**config.mk**
```make
export PLATFORM = sky130hd
export DESIGN_NAME = hma_alert_combiner
export DESIGN_NICKNAME = d
export VERILOG_FILES = /design/src/design/hma_pkg.sv /design/src/design/hma_alert_combiner.sv
export SDC_FILE = /design/constraint.sdc
export NUM_CORES = 1
export LEC_CHECK = 0
export BUFFER_PORTS_ARGS = -buffer_cell sky130_fd_sc_hd__buf_2
export CORE_MARGIN = 2
export CORE_UTILIZATION = 45
export DETAILED_ROUTE_END_ITERATION = 10
export PLACE_DENSITY = 0.63
export SYNTH_ARGS = -nofsm -noshare
export SYNTH_HDL_FRONTEND = slang
export SYNTH_SLANG_ARGS = --single-unit
export TNS_END_PERCENT = 50
```
**constraint.sdc**
```tcl
create_clock -name clk_sys -period 2.2 [get_ports clk_sys]
set_clock_uncertainty 0.1 [all_clocks]
set_input_delay 0.33 -clock clk_sys [delete_from_list [all_inputs] [get_ports clk_sys]]
set_output_delay 0.33 -clock clk_sys [all_outputs]
set_load 0.05 [all_outputs]
```
**src/design/hma_pkg.sv**
```systemverilog
package hma_pkg;

  // register offsets
  localparam logic [7:0] ADDR_HW_INT_A = 8'h13;
  localparam logic [7:0] ADDR_HW_EXT_A = 8'h14;
  localparam logic [7:0] ADDR_CH_MODE = 8'h16;
  localparam logic [7:0] ADDR_HW_INT_B = 8'h17;
  localparam logic [7:0] ADDR_HW_EXT_B = 8'h18;
  localparam logic [7:0] ADDR_TEMP_HI = 8'h39;
  localparam logic [7:0] ADDR_TEMP_LO = 8'h3A;
  localparam logic [7:0] ADDR_CFG_ONE = 8'h40;
  localparam logic [7:0] ADDR_STAT_1 = 8'h43;
  localparam logic [7:0] ADDR_STAT_2 = 8'h44;
  localparam logic [7:0] ADDR_CFG_TWO = 8'h4A;
  localparam logic [7:0] ADDR_COPY_1 = 8'h4C;
  localparam logic [7:0] ADDR_COPY_2 = 8'h4D;

  // channel mode fields: request enables in bits 4..0
  localparam int CM_REQ_OFF = 7;
  // configuration one fields
  localparam int C1_ALERT_EN = 1;
  localparam int C1_ALERT_CLR = 3;
  localparam int C1_REINIT = 7;
  // configuration two fields
  localparam int C2_TH_MASK = 0;
  localparam int C2_LOCK_INT = 1;
  localparam int C2_LOCK_EXT = 2;
  localparam int C2_REQ3_EN = 4;
  localparam int C2_REQ4_EN = 5;
  localparam int C2_TH_INT_EN = 6;
  localparam logic [7:0] C2_LOCK_MASK = 8'h06;

  // status fields; bits 5..0 of both hold voltage and fan errors
  localparam int ST_VF_W = 6;
  localparam int S1_INT_TEMP = 6;
  localparam int S1_REM_FIRST = 7;
  localparam int S2_OVERTEMP_IN = 6;
  localparam int S2_REM_SECOND = 7;

  // values after reset or re-initialize
  localparam logic [7:0] RST_HW_INT = 8'h46;
  localparam logic [7:0] RST_HW_EXT = 8'h55;
  localparam logic [7:0] RST_CH_MODE = 8'h00;
  localparam logic [7:0] RST_TEMP_HI = 8'h7F;
  localparam logic [7:0] RST_TEMP_LO = 8'h80;
  localparam logic [7:0] RST_CFG_ONE = 8'h00;
  localparam logic [7:0] RST_CFG_TWO = 8'h40;
  localparam logic [7:0] RST_MASK = 8'h00;

  // remote readings out of limits in a row before status sets
  localparam logic [1:0] FQ_DEPTH = 2'h3;

  typedef struct packed {
    logic rd;
    logic wr;
    logic [7:0] addr;
    logic [7:0] wdata;
  } hma_req_s;

  typedef struct packed {
    logic loopDone;
    logic [11:0] vfErr;
    logic [7:0] intTemp;
    logic [7:0] remFirstTemp;
    logic [7:0] remSecondTemp;
    logic [1:0] remOut;
  } hma_conv_s;

endpackage : hma_pkg

```
**src/design/hma_alert_combiner.sv**
```systemverilog
// What this block does
// - request inputs work only with channel mode bit 7 low and own enable
// - an enabled active request asserts the alert without any status bit
// - at loop completion voltage and fan errors set their status bits
// - a set status bit reaches the alert only with its mask bit zero
// - reading voltage/fan status clears it; still-bad quantities set again
// - status bits other than remote stay set after the quantity returns within limits
// - internal temperature above high or below low limit sets status
// - temperature staying past the same limit sets status, raises no alert
// - new temperature alert on opposite crossing, limit change, or other source
// - internal and both remote temperatures compared with hardware limits
// - lock bits protect the A hardware limits until re-initialize or power cycle; B limits stay writable
// - hardware limit alert ignores status reads; cleared by enable or clear
// - external low on overtemp pin sets status; re-set after next loop
// - external low goes unseen while our own overtemp output drives low
// - status read returns then clears; stays clear until the loop updates
// - two copy registers show status without clearing it
// - masks map one-to-one; status sets and clears regardless of mask
// - alert driven only while the global alert enable is set
// - alert clear bit forces alert off and halts the monitoring loop
// - thermal mask keeps thermal status updating but off the alert
// - request inputs 0 to 2 are active low
// - request inputs 3 and 4 are active high and need config two enables
// - remote errors need three bad readings; one good reading clears
`timescale 1ns/1ps
module hma_alert_combiner
  import hma_pkg::*;
(
  // clock and reset
  input wire logic clk_sys,
  input wire logic nrst,
  // register access port
  input wire hma_req_s req,
  output logic [7:0] regRdata,
  // conversion loop results and halt request
  input wire hma_conv_s conv,
  output logic loopHalt,
  // external pins
  input wire logic [4:0] extRequestInputs,
  input wire logic overtempPinNIn,
  input wire logic overtempOwnDrive,
  // alert toward the host
  output logic alertN
);

  logic [7:0] hwIntA;
  logic [7:0] hwExtA;
  logic [7:0] chMode;
  logic [7:0] hwIntB;
  logic [7:0] hwExtB;
  logic [7:0] tempHi;
  logic [7:0] tempLo;
  logic [7:0] cfgOne;
  logic [7:0] cfgTwo;
  logic [7:0] mask1;
  logic [7:0] mask2;
  logic [7:0] status1;
  logic [7:0] status2;
  logic [1:0] tempSide;
  logic limChanged;
  logic tempPend;
  logic thermArm;
  logic hwAlert;
  logic [1:0] fqFirst;
  logic [1:0] fqSecond;

  // signed temperature compare, used for every limit
  function automatic logic tempAbove(input logic [7:0] a, input logic [7:0] b);
    tempAbove = $signed(a) > $signed(b);
  endfunction : tempAbove

  // saturating fault queue step
  function automatic logic [1:0] fqStep(input logic [1:0] c, input logic bad);
    if (!bad)
      fqStep = 2'h0;
    else if (c == FQ_DEPTH)
      fqStep = c;
    else
      fqStep = c + 2'h1;
  endfunction : fqStep

  // access decode
  logic reinit;
  logic rdStat1;
  logic rdStat2;
  logic loopEvt;
  assign reinit = req.wr && req.addr == ADDR_CFG_ONE && req.wdata[C1_REINIT];
  assign rdStat1 = req.rd && req.addr == ADDR_STAT_1;
  assign rdStat2 = req.rd && req.addr == ADDR_STAT_2;
  // a loop completion is ignored while the clear bit halts the loop
  assign loopEvt = conv.loopDone && !cfgOne[C1_ALERT_CLR];

  // internal temperature against its high/low limits
  logic outHigh;
  logic outLow;
  logic newTempEvt;
  assign outHigh = tempAbove(conv.intTemp, tempHi);
  assign outLow = tempAbove(tempLo, conv.intTemp);
  // a repeat of the same side with unchanged limits only re-sets status, never a new alert
  assign newTempEvt = loopEvt && (outHigh || outLow)
    && ({outLow, outHigh} != tempSide || limChanged);

  // remote fault queues reach depth only after three bad readings
  logic remFirstQual;
  logic remSecondQual;
  assign remFirstQual = fqStep(fqFirst, conv.remOut[0]) == FQ_DEPTH;
  assign remSecondQual = fqStep(fqSecond, conv.remOut[1]) == FQ_DEPTH;

  // hardware limits: internal vs both internal, each remote vs both external
  logic hwHit;
  logic hwClr;
  assign hwHit = loopEvt && (tempAbove(conv.intTemp, hwIntA)
    || tempAbove(conv.intTemp, hwIntB)
    || tempAbove(conv.remFirstTemp, hwExtA)
    || tempAbove(conv.remFirstTemp, hwExtB)
    || tempAbove(conv.remSecondTemp, hwExtA)
    || tempAbove(conv.remSecondTemp, hwExtB));
  assign hwClr = !cfgTwo[C2_TH_INT_EN] || cfgOne[C1_ALERT_CLR]
    || !cfgOne[C1_ALERT_EN] || reinit;

  // external pull-down, unseen under own drive; a read must beat a held pin
  logic thermSet;
  assign thermSet = thermArm && !rdStat2 && !overtempPinNIn
    && !overtempOwnDrive;

  // configuration and limit registers; re-initialize restores all of them
  always_ff @(posedge clk_sys or negedge nrst)
  begin
    if (!nrst)
    begin
      hwIntA <= RST_HW_INT;
      hwExtA <= RST_HW_EXT;
      chMode <= RST_CH_MODE;
      hwIntB <= RST_HW_INT;
      hwExtB <= RST_HW_EXT;
      tempHi <= RST_TEMP_HI;
      tempLo <= RST_TEMP_LO;
      cfgOne <= RST_CFG_ONE;
      cfgTwo <= RST_CFG_TWO;
      mask1 <= RST_MASK;
      mask2 <= RST_MASK;
    end
    else if (reinit)
    begin
      // the only way short of power loss to drop the locks
      hwIntA <= RST_HW_INT;
      hwExtA <= RST_HW_EXT;
      chMode <= RST_CH_MODE;
      hwIntB <= RST_HW_INT;
      hwExtB <= RST_HW_EXT;
      tempHi <= RST_TEMP_HI;
      tempLo <= RST_TEMP_LO;
      cfgOne <= RST_CFG_ONE;
      cfgTwo <= RST_CFG_TWO;
      mask1 <= RST_MASK;
      mask2 <= RST_MASK;
    end
    else if (req.wr)
    begin
      case (req.addr)
        ADDR_HW_INT_A:
          if (!cfgTwo[C2_LOCK_INT])
            hwIntA <= req.wdata;
        ADDR_HW_EXT_A:
          if (!cfgTwo[C2_LOCK_EXT])
            hwExtA <= req.wdata;
        ADDR_CH_MODE: chMode <= req.wdata;
        ADDR_HW_INT_B: hwIntB <= req.wdata;
        ADDR_HW_EXT_B: hwExtB <= req.wdata;
        ADDR_TEMP_HI: tempHi <= req.wdata;
        ADDR_TEMP_LO: tempLo <= req.wdata;
        ADDR_CFG_ONE: cfgOne <= req.wdata;
        // lock bits can be set by software but never cleared by it
        ADDR_CFG_TWO: cfgTwo <= req.wdata | (cfgTwo & C2_LOCK_MASK);
        ADDR_STAT_1: mask1 <= req.wdata;
        ADDR_STAT_2: mask2 <= req.wdata;
        default: ;
      endcase
    end
  end

  // status registers: loop sets, read clears, a loop set in the same cycle wins
  always_ff @(posedge clk_sys or negedge nrst)
  begin
    if (!nrst)
    begin
      status1 <= 8'h00;
      status2 <= 8'h00;
    end
    else
    begin
      status1 <= ((rdStat1 ? 8'h00 : status1)
        & ~{loopEvt && !conv.remOut[0], 7'h00})
        | (loopEvt ? {remFirstQual, outHigh || outLow,
        conv.vfErr[ST_VF_W-1:0]} : 8'h00);
      status2 <= ((rdStat2 ? 8'h00 : status2)
        & ~{loopEvt && !conv.remOut[1], 7'h00})
        | {loopEvt && remSecondQual, thermSet,
        loopEvt ? conv.vfErr[2*ST_VF_W-1:ST_VF_W] : 6'h00};
    end
  end

  // remote fault queues advance once per completed loop
  always_ff @(posedge clk_sys or negedge nrst)
  begin
    if (!nrst)
    begin
      fqFirst <= 2'h0;
      fqSecond <= 2'h0;
    end
    else if (loopEvt)
    begin
      fqFirst <= fqStep(fqFirst, conv.remOut[0]);
      fqSecond <= fqStep(fqSecond, conv.remOut[1]);
    end
  end

  // temperature side memory and pending new-crossing alert
  always_ff @(posedge clk_sys or negedge nrst)
  begin
    if (!nrst)
    begin
      tempSide <= 2'h0;
      limChanged <= 1'b0;
      tempPend <= 1'b0;
    end
    else
    begin
      if (loopEvt)
        tempSide <= {outLow, outHigh};
      // a rewritten limit re-arms the alert for the next conversion
      if (req.wr && (req.addr == ADDR_TEMP_HI || req.addr == ADDR_TEMP_LO))
        limChanged <= 1'b1;
      else if (loopEvt || reinit)
        limChanged <= 1'b0;
      if (newTempEvt)
        tempPend <= 1'b1;
      else if (rdStat1 || reinit)
        tempPend <= 1'b0;
    end
  end

  // overtemp input re-arms only at loop completion after a read
  always_ff @(posedge clk_sys or negedge nrst)
  begin
    if (!nrst)
      thermArm <= 1'b1;
    else if (loopEvt)
      thermArm <= 1'b1;
    else if (rdStat2)
      thermArm <= 1'b0;
  end

  // hardware limit alert: status reads have no effect on it
  always_ff @(posedge clk_sys or negedge nrst)
  begin
    if (!nrst)
      hwAlert <= 1'b0;
    else if (hwClr)
      hwAlert <= 1'b0;
    else if (hwHit)
      hwAlert <= 1'b1;
  end

  // pending sources; masks only gate, never touch status
  logic [4:0] reqActive;
  logic [4:0] reqEnable;
  logic reqHit;
  logic pendVf;
  logic pendThermal;
  logic anyPend;
  assign reqActive = {extRequestInputs[4:3],
    ~extRequestInputs[2:0]};
  assign reqEnable = {chMode[4] && cfgTwo[C2_REQ4_EN],
    chMode[3] && cfgTwo[C2_REQ3_EN], chMode[2:0]};
  assign reqHit = !chMode[CM_REQ_OFF]
    && |(reqActive & reqEnable);
  assign pendVf = |(status1[ST_VF_W-1:0] & ~mask1[ST_VF_W-1:0])
    || |(status2[ST_VF_W-1:0] & ~mask2[ST_VF_W-1:0]);
  assign pendThermal = (tempPend && status1[S1_INT_TEMP]
    && !mask1[S1_INT_TEMP])
    || (status1[S1_REM_FIRST] && !mask1[S1_REM_FIRST])
    || (status2[S2_REM_SECOND] && !mask2[S2_REM_SECOND])
    || (status2[S2_OVERTEMP_IN] && !mask2[S2_OVERTEMP_IN])
    || hwAlert;
  assign anyPend = reqHit || pendVf
    || (pendThermal && !cfgTwo[C2_TH_MASK]);

  // alert and halt outputs straight from flops
  always_ff @(posedge clk_sys or negedge nrst)
  begin
    if (!nrst)
    begin
      alertN <= 1'b1;
      loopHalt <= 1'b0;
    end
    else
    begin
      alertN <= !(cfgOne[C1_ALERT_EN] && !cfgOne[C1_ALERT_CLR]
        && anyPend);
      loopHalt <= cfgOne[C1_ALERT_CLR];
    end
  end

  // read data, one cycle after the read strobe; unmapped reads give zero
  always_ff @(posedge clk_sys or negedge nrst)
  begin
    if (!nrst)
      regRdata <= 8'h00;
    else if (req.rd)
    begin
      case (req.addr)
        ADDR_HW_INT_A: regRdata <= hwIntA;
        ADDR_HW_EXT_A: regRdata <= hwExtA;
        ADDR_CH_MODE: regRdata <= chMode;
        ADDR_HW_INT_B: regRdata <= hwIntB;
        ADDR_HW_EXT_B: regRdata <= hwExtB;
        ADDR_TEMP_HI: regRdata <= tempHi;
        ADDR_TEMP_LO: regRdata <= tempLo;
        ADDR_CFG_ONE: regRdata <= cfgOne;
        ADDR_CFG_TWO: regRdata <= cfgTwo;
        ADDR_STAT_1: regRdata <= status1;
        ADDR_STAT_2: regRdata <= status2;
        ADDR_COPY_1: regRdata <= status1;
        ADDR_COPY_2: regRdata <= status2;
        default: regRdata <= 8'h00;
      endcase
    end
  end
endmodule : hma_alert_combiner

```
==> flow_summary.ini <==
[logic_synthesis]
async_flop_share_pct = 100
synth-main-ff-cell = dfrtp_1
synth_edf_count = 0
yosys.cell_count.top_type = nand2_1
yosysWarnings = 0
syn_area_per_cell_sq_um = 9.02
synth-seq-cells = 124
synth_top_area_share_pct = 31.8
synth_area_leaders = dfrtp_1 32%, ha_1 10%, dfstp_2 8.4%
syn_nets = 994
syn_inst = 864
ys_seq_area_share_pct = 40.2
yosys-top-cells-count = 111 x nand2_1, 99 x dfrtp_1, 90 x inv_1
synth_cell_type_count = 75
yosys.area.top_type = dfrtp_1
syn_area_sq_um = 7800

[power_and_ir_drop]
ir_drop_uv = 571
switchingPower_mw = 1.77
sw_frac_of_total_pct = 28.5
powerDensity_nw_per_um2 = 626
p_leak_nw = 4.78
p_total_mw = 6.20
power_frac_seq_pct = 41.0
power_frac_comb_pct = 15.9
p_int_mw = 4.43
p_clk_share_pct = 43.1

[final_layout]
fillers = 1573
drive_above_1_share_pct = 26.7
final_area_sq_um = 9910
stdcell_count = 1268
fin_nets = 1160
syn2layout_area_growth_pct = 27.1
fin_util_pct = 57.9
antennaDiodeCount = 0

[setup_path]
cpMaxStageDelayCell = dfstp_2
end_kind = flop
worstSetupPathType = flop to flop
required_ns = 2.39
cp_max_fo = 3
path_buf_inv = 1
max_stage_delay_ns = 0.54
crit_chain = inv_2 > ha_4 > a21o_1 > a211oi_2 > nor3b_2 > a2111oi_2 > nor4bb_4 > a21oi_2
worstPathArrival_ns = 2.39
critical-path-top-delay-family = compound AO/OA/AOI/OAI gates
worstSetupStartpointType = flop

[floorplanning]
placementRows = 48
pin_count = 76
core_area_sq_um = 17100
die_area_sq_um = 18400
dieHeight_um = 136
start_util_pct = 45.6
die_w_um = 136

[clock_network]
root_buffer = clkbuf_16
clock-sinks = 124
tritoncts = yes
htree_levels = 4
clk_pin_slew_ns = 0.06
clkLatencyLatePin_ns = 0.43
cts_buffer_depth = 2
cts_buffers = 17

[sta]
hold_viol_final = 0
finalCriticalPeriod_ns = 2.20
post-route-period-util_pct = 100
tightest_slew_ns = 0.670
rsz0062_at_grt = yes
finalSetupTns_ns = -0.00419
fmax_mhz = 454
drv_slew = 0
max-slew-margin-rel_pct = 55.3
setup_viol = 1
fin_ws_ns = -0.00419
holdWs_ns = 0.0168

[grt]
grt_pass1_wl_um = 39600
antenna_found_initial = 0
grt_max_degree = 45
grt_pass1_vias = 6884
overflow = 0
grt_util_all_layers_pct = 28.9

[min_path]
holdCritPathClass = primary input to flop

[detailed_routing]
drtIter0Drc = 723
wire_per_inst_um = 20.4
via_count = 7329
routed_wl_um = 25900
antenna_left = 0
drcViolationCount = 0
first_pass_iters = 5
vias_per_cell = 5.78

[placement]
preCtsSetupSlack_ns = -0.257
place_area_sq_um = 9150
hpwlAfterDp_um = 19700
placedCellCount = 1228
gp_congestion = 0.980
io_buffers = 75

[outcome]
violations = negative setup slack
status = complete, but fails checks

[flow_run]
cap_violations = 0
-- cell usage in the layout, fill, tap and decap left out, types with 4 or more instances in the layout --
cell type   netlist  final
nand2_1         111    111
buf_4             1    106
dfrtp_1          99     99
inv_1            90     89
buf_2            12     74
nor2_1           71     70
ha_1             64     59
mux2i_1          54     54
a21oi_1          48     46
o21ai_0          34     34
dfstp_2          25     25
nand3_1          24     24
a22o_1           20     20
o22ai_1          18     18
clkbuf_16         0     17
nand4_1          16     16
nor3_1           10     10
a22oi_1          10     10
nor2b_1           8      8
buf_12            0      8
a31oi_1           7      7
a221oi_1          7      7
nand2b_1          6      6
and3_1            6      6
a21o_1            6      6
a222oi_1          4      4
nor3b_1           5      4
ha_4              0      4
clkinvlp_4        0      4
-- per-layer routing --
layer  global-route usage, %  routed length (um)  vias up  share of wire, %
li1                        -                   -     3424                 -
met2                    43.6               11600      288                45
met3                    4.90                1880       41               7.3
met5                       0                   0        -                 0
met1                    42.4               11800     3576                46
met4                    8.56                 542        0               2.1
-- worst paths after layout --
kind	from	to	slack [ns]	cells past startpoint
min in group asynchronous	nrst	status1[4]	0.37	2
hold reg to reg	thermArm	thermArm	0.37	2
setup / recovery	hwIntB[2]	hwAlert	-0.004	8
hold / removal	conv[33]	status2[1]	0.02	2
setup reg to reg	hwIntB[2]	hwAlert	-0.004	8
max in group asynchronous	nrst	hwExtA[4]	0.92	3
-- power groups by stage --
| stage | clock network (mW) | logic (mW) | registers [mW] |
|---|---|---|---|
| after floorplan | 0 | 0.506 | 2.53 |
| after global placement | 0 | 0.890 | 2.58 |
| after detailed placement | 0 | 0.906 | 2.58 |
| after CTS | 2.70 | 0.930 | 2.54 |
| after global routing | 2.81 | 1.10 | 2.55 |
| final | 2.67 | 0.988 | 2.54 |
-- final cells by class --
cell class	instances	area, sq um	area share (%)
multi-input combinational	607	4260	42.9
sequential	124	3130	31.6
clock inverter	13	119	1.20
clock buffer	19	443	4.47
tap	225	282	2.84
timing repair buffer	189	1340	13.5
inverter	91	342	3.45
-- logic make-up after synthesis --
logic type | Yosys count | synth area share [%]
flip-flops | 124 | 40.2
adder cells (fa/ha/maj) | 64 | 10.3
XOR/XNOR | 1 | 0.112
AO/OA/AOI/OAI | 199 | 17.4
AND/OR/NAND/NOR | 289 | 18.0
buffers and inverters | 133 | 7.12
multiplexers | 54 | 6.93
-- sequential cells by signal, indices dropped and copies added (netlist names), 2 cells and up --
register	flops
cfgTwo	8
tempHi	8
status1	8
fqSecond	2
tempLo	8
status2	8
hwIntB	8
fqFirst	2
hwExtA	8
tempSide	2
mask1	8
hwExtB	8
cfgOne	8
mask2	8
regRdata	8
chMode	8
hwIntA	8
-- what timing repair did --
item,in CTS,in global routing
endpoints found under the hold margin,38,0
hold buffers,1,0
resized for setup,9,13
pin swaps,4,10
buffers inserted,0,7
setup endpoints to repair,3,5
No activity file was read; power rests on OpenSTA's default activity.
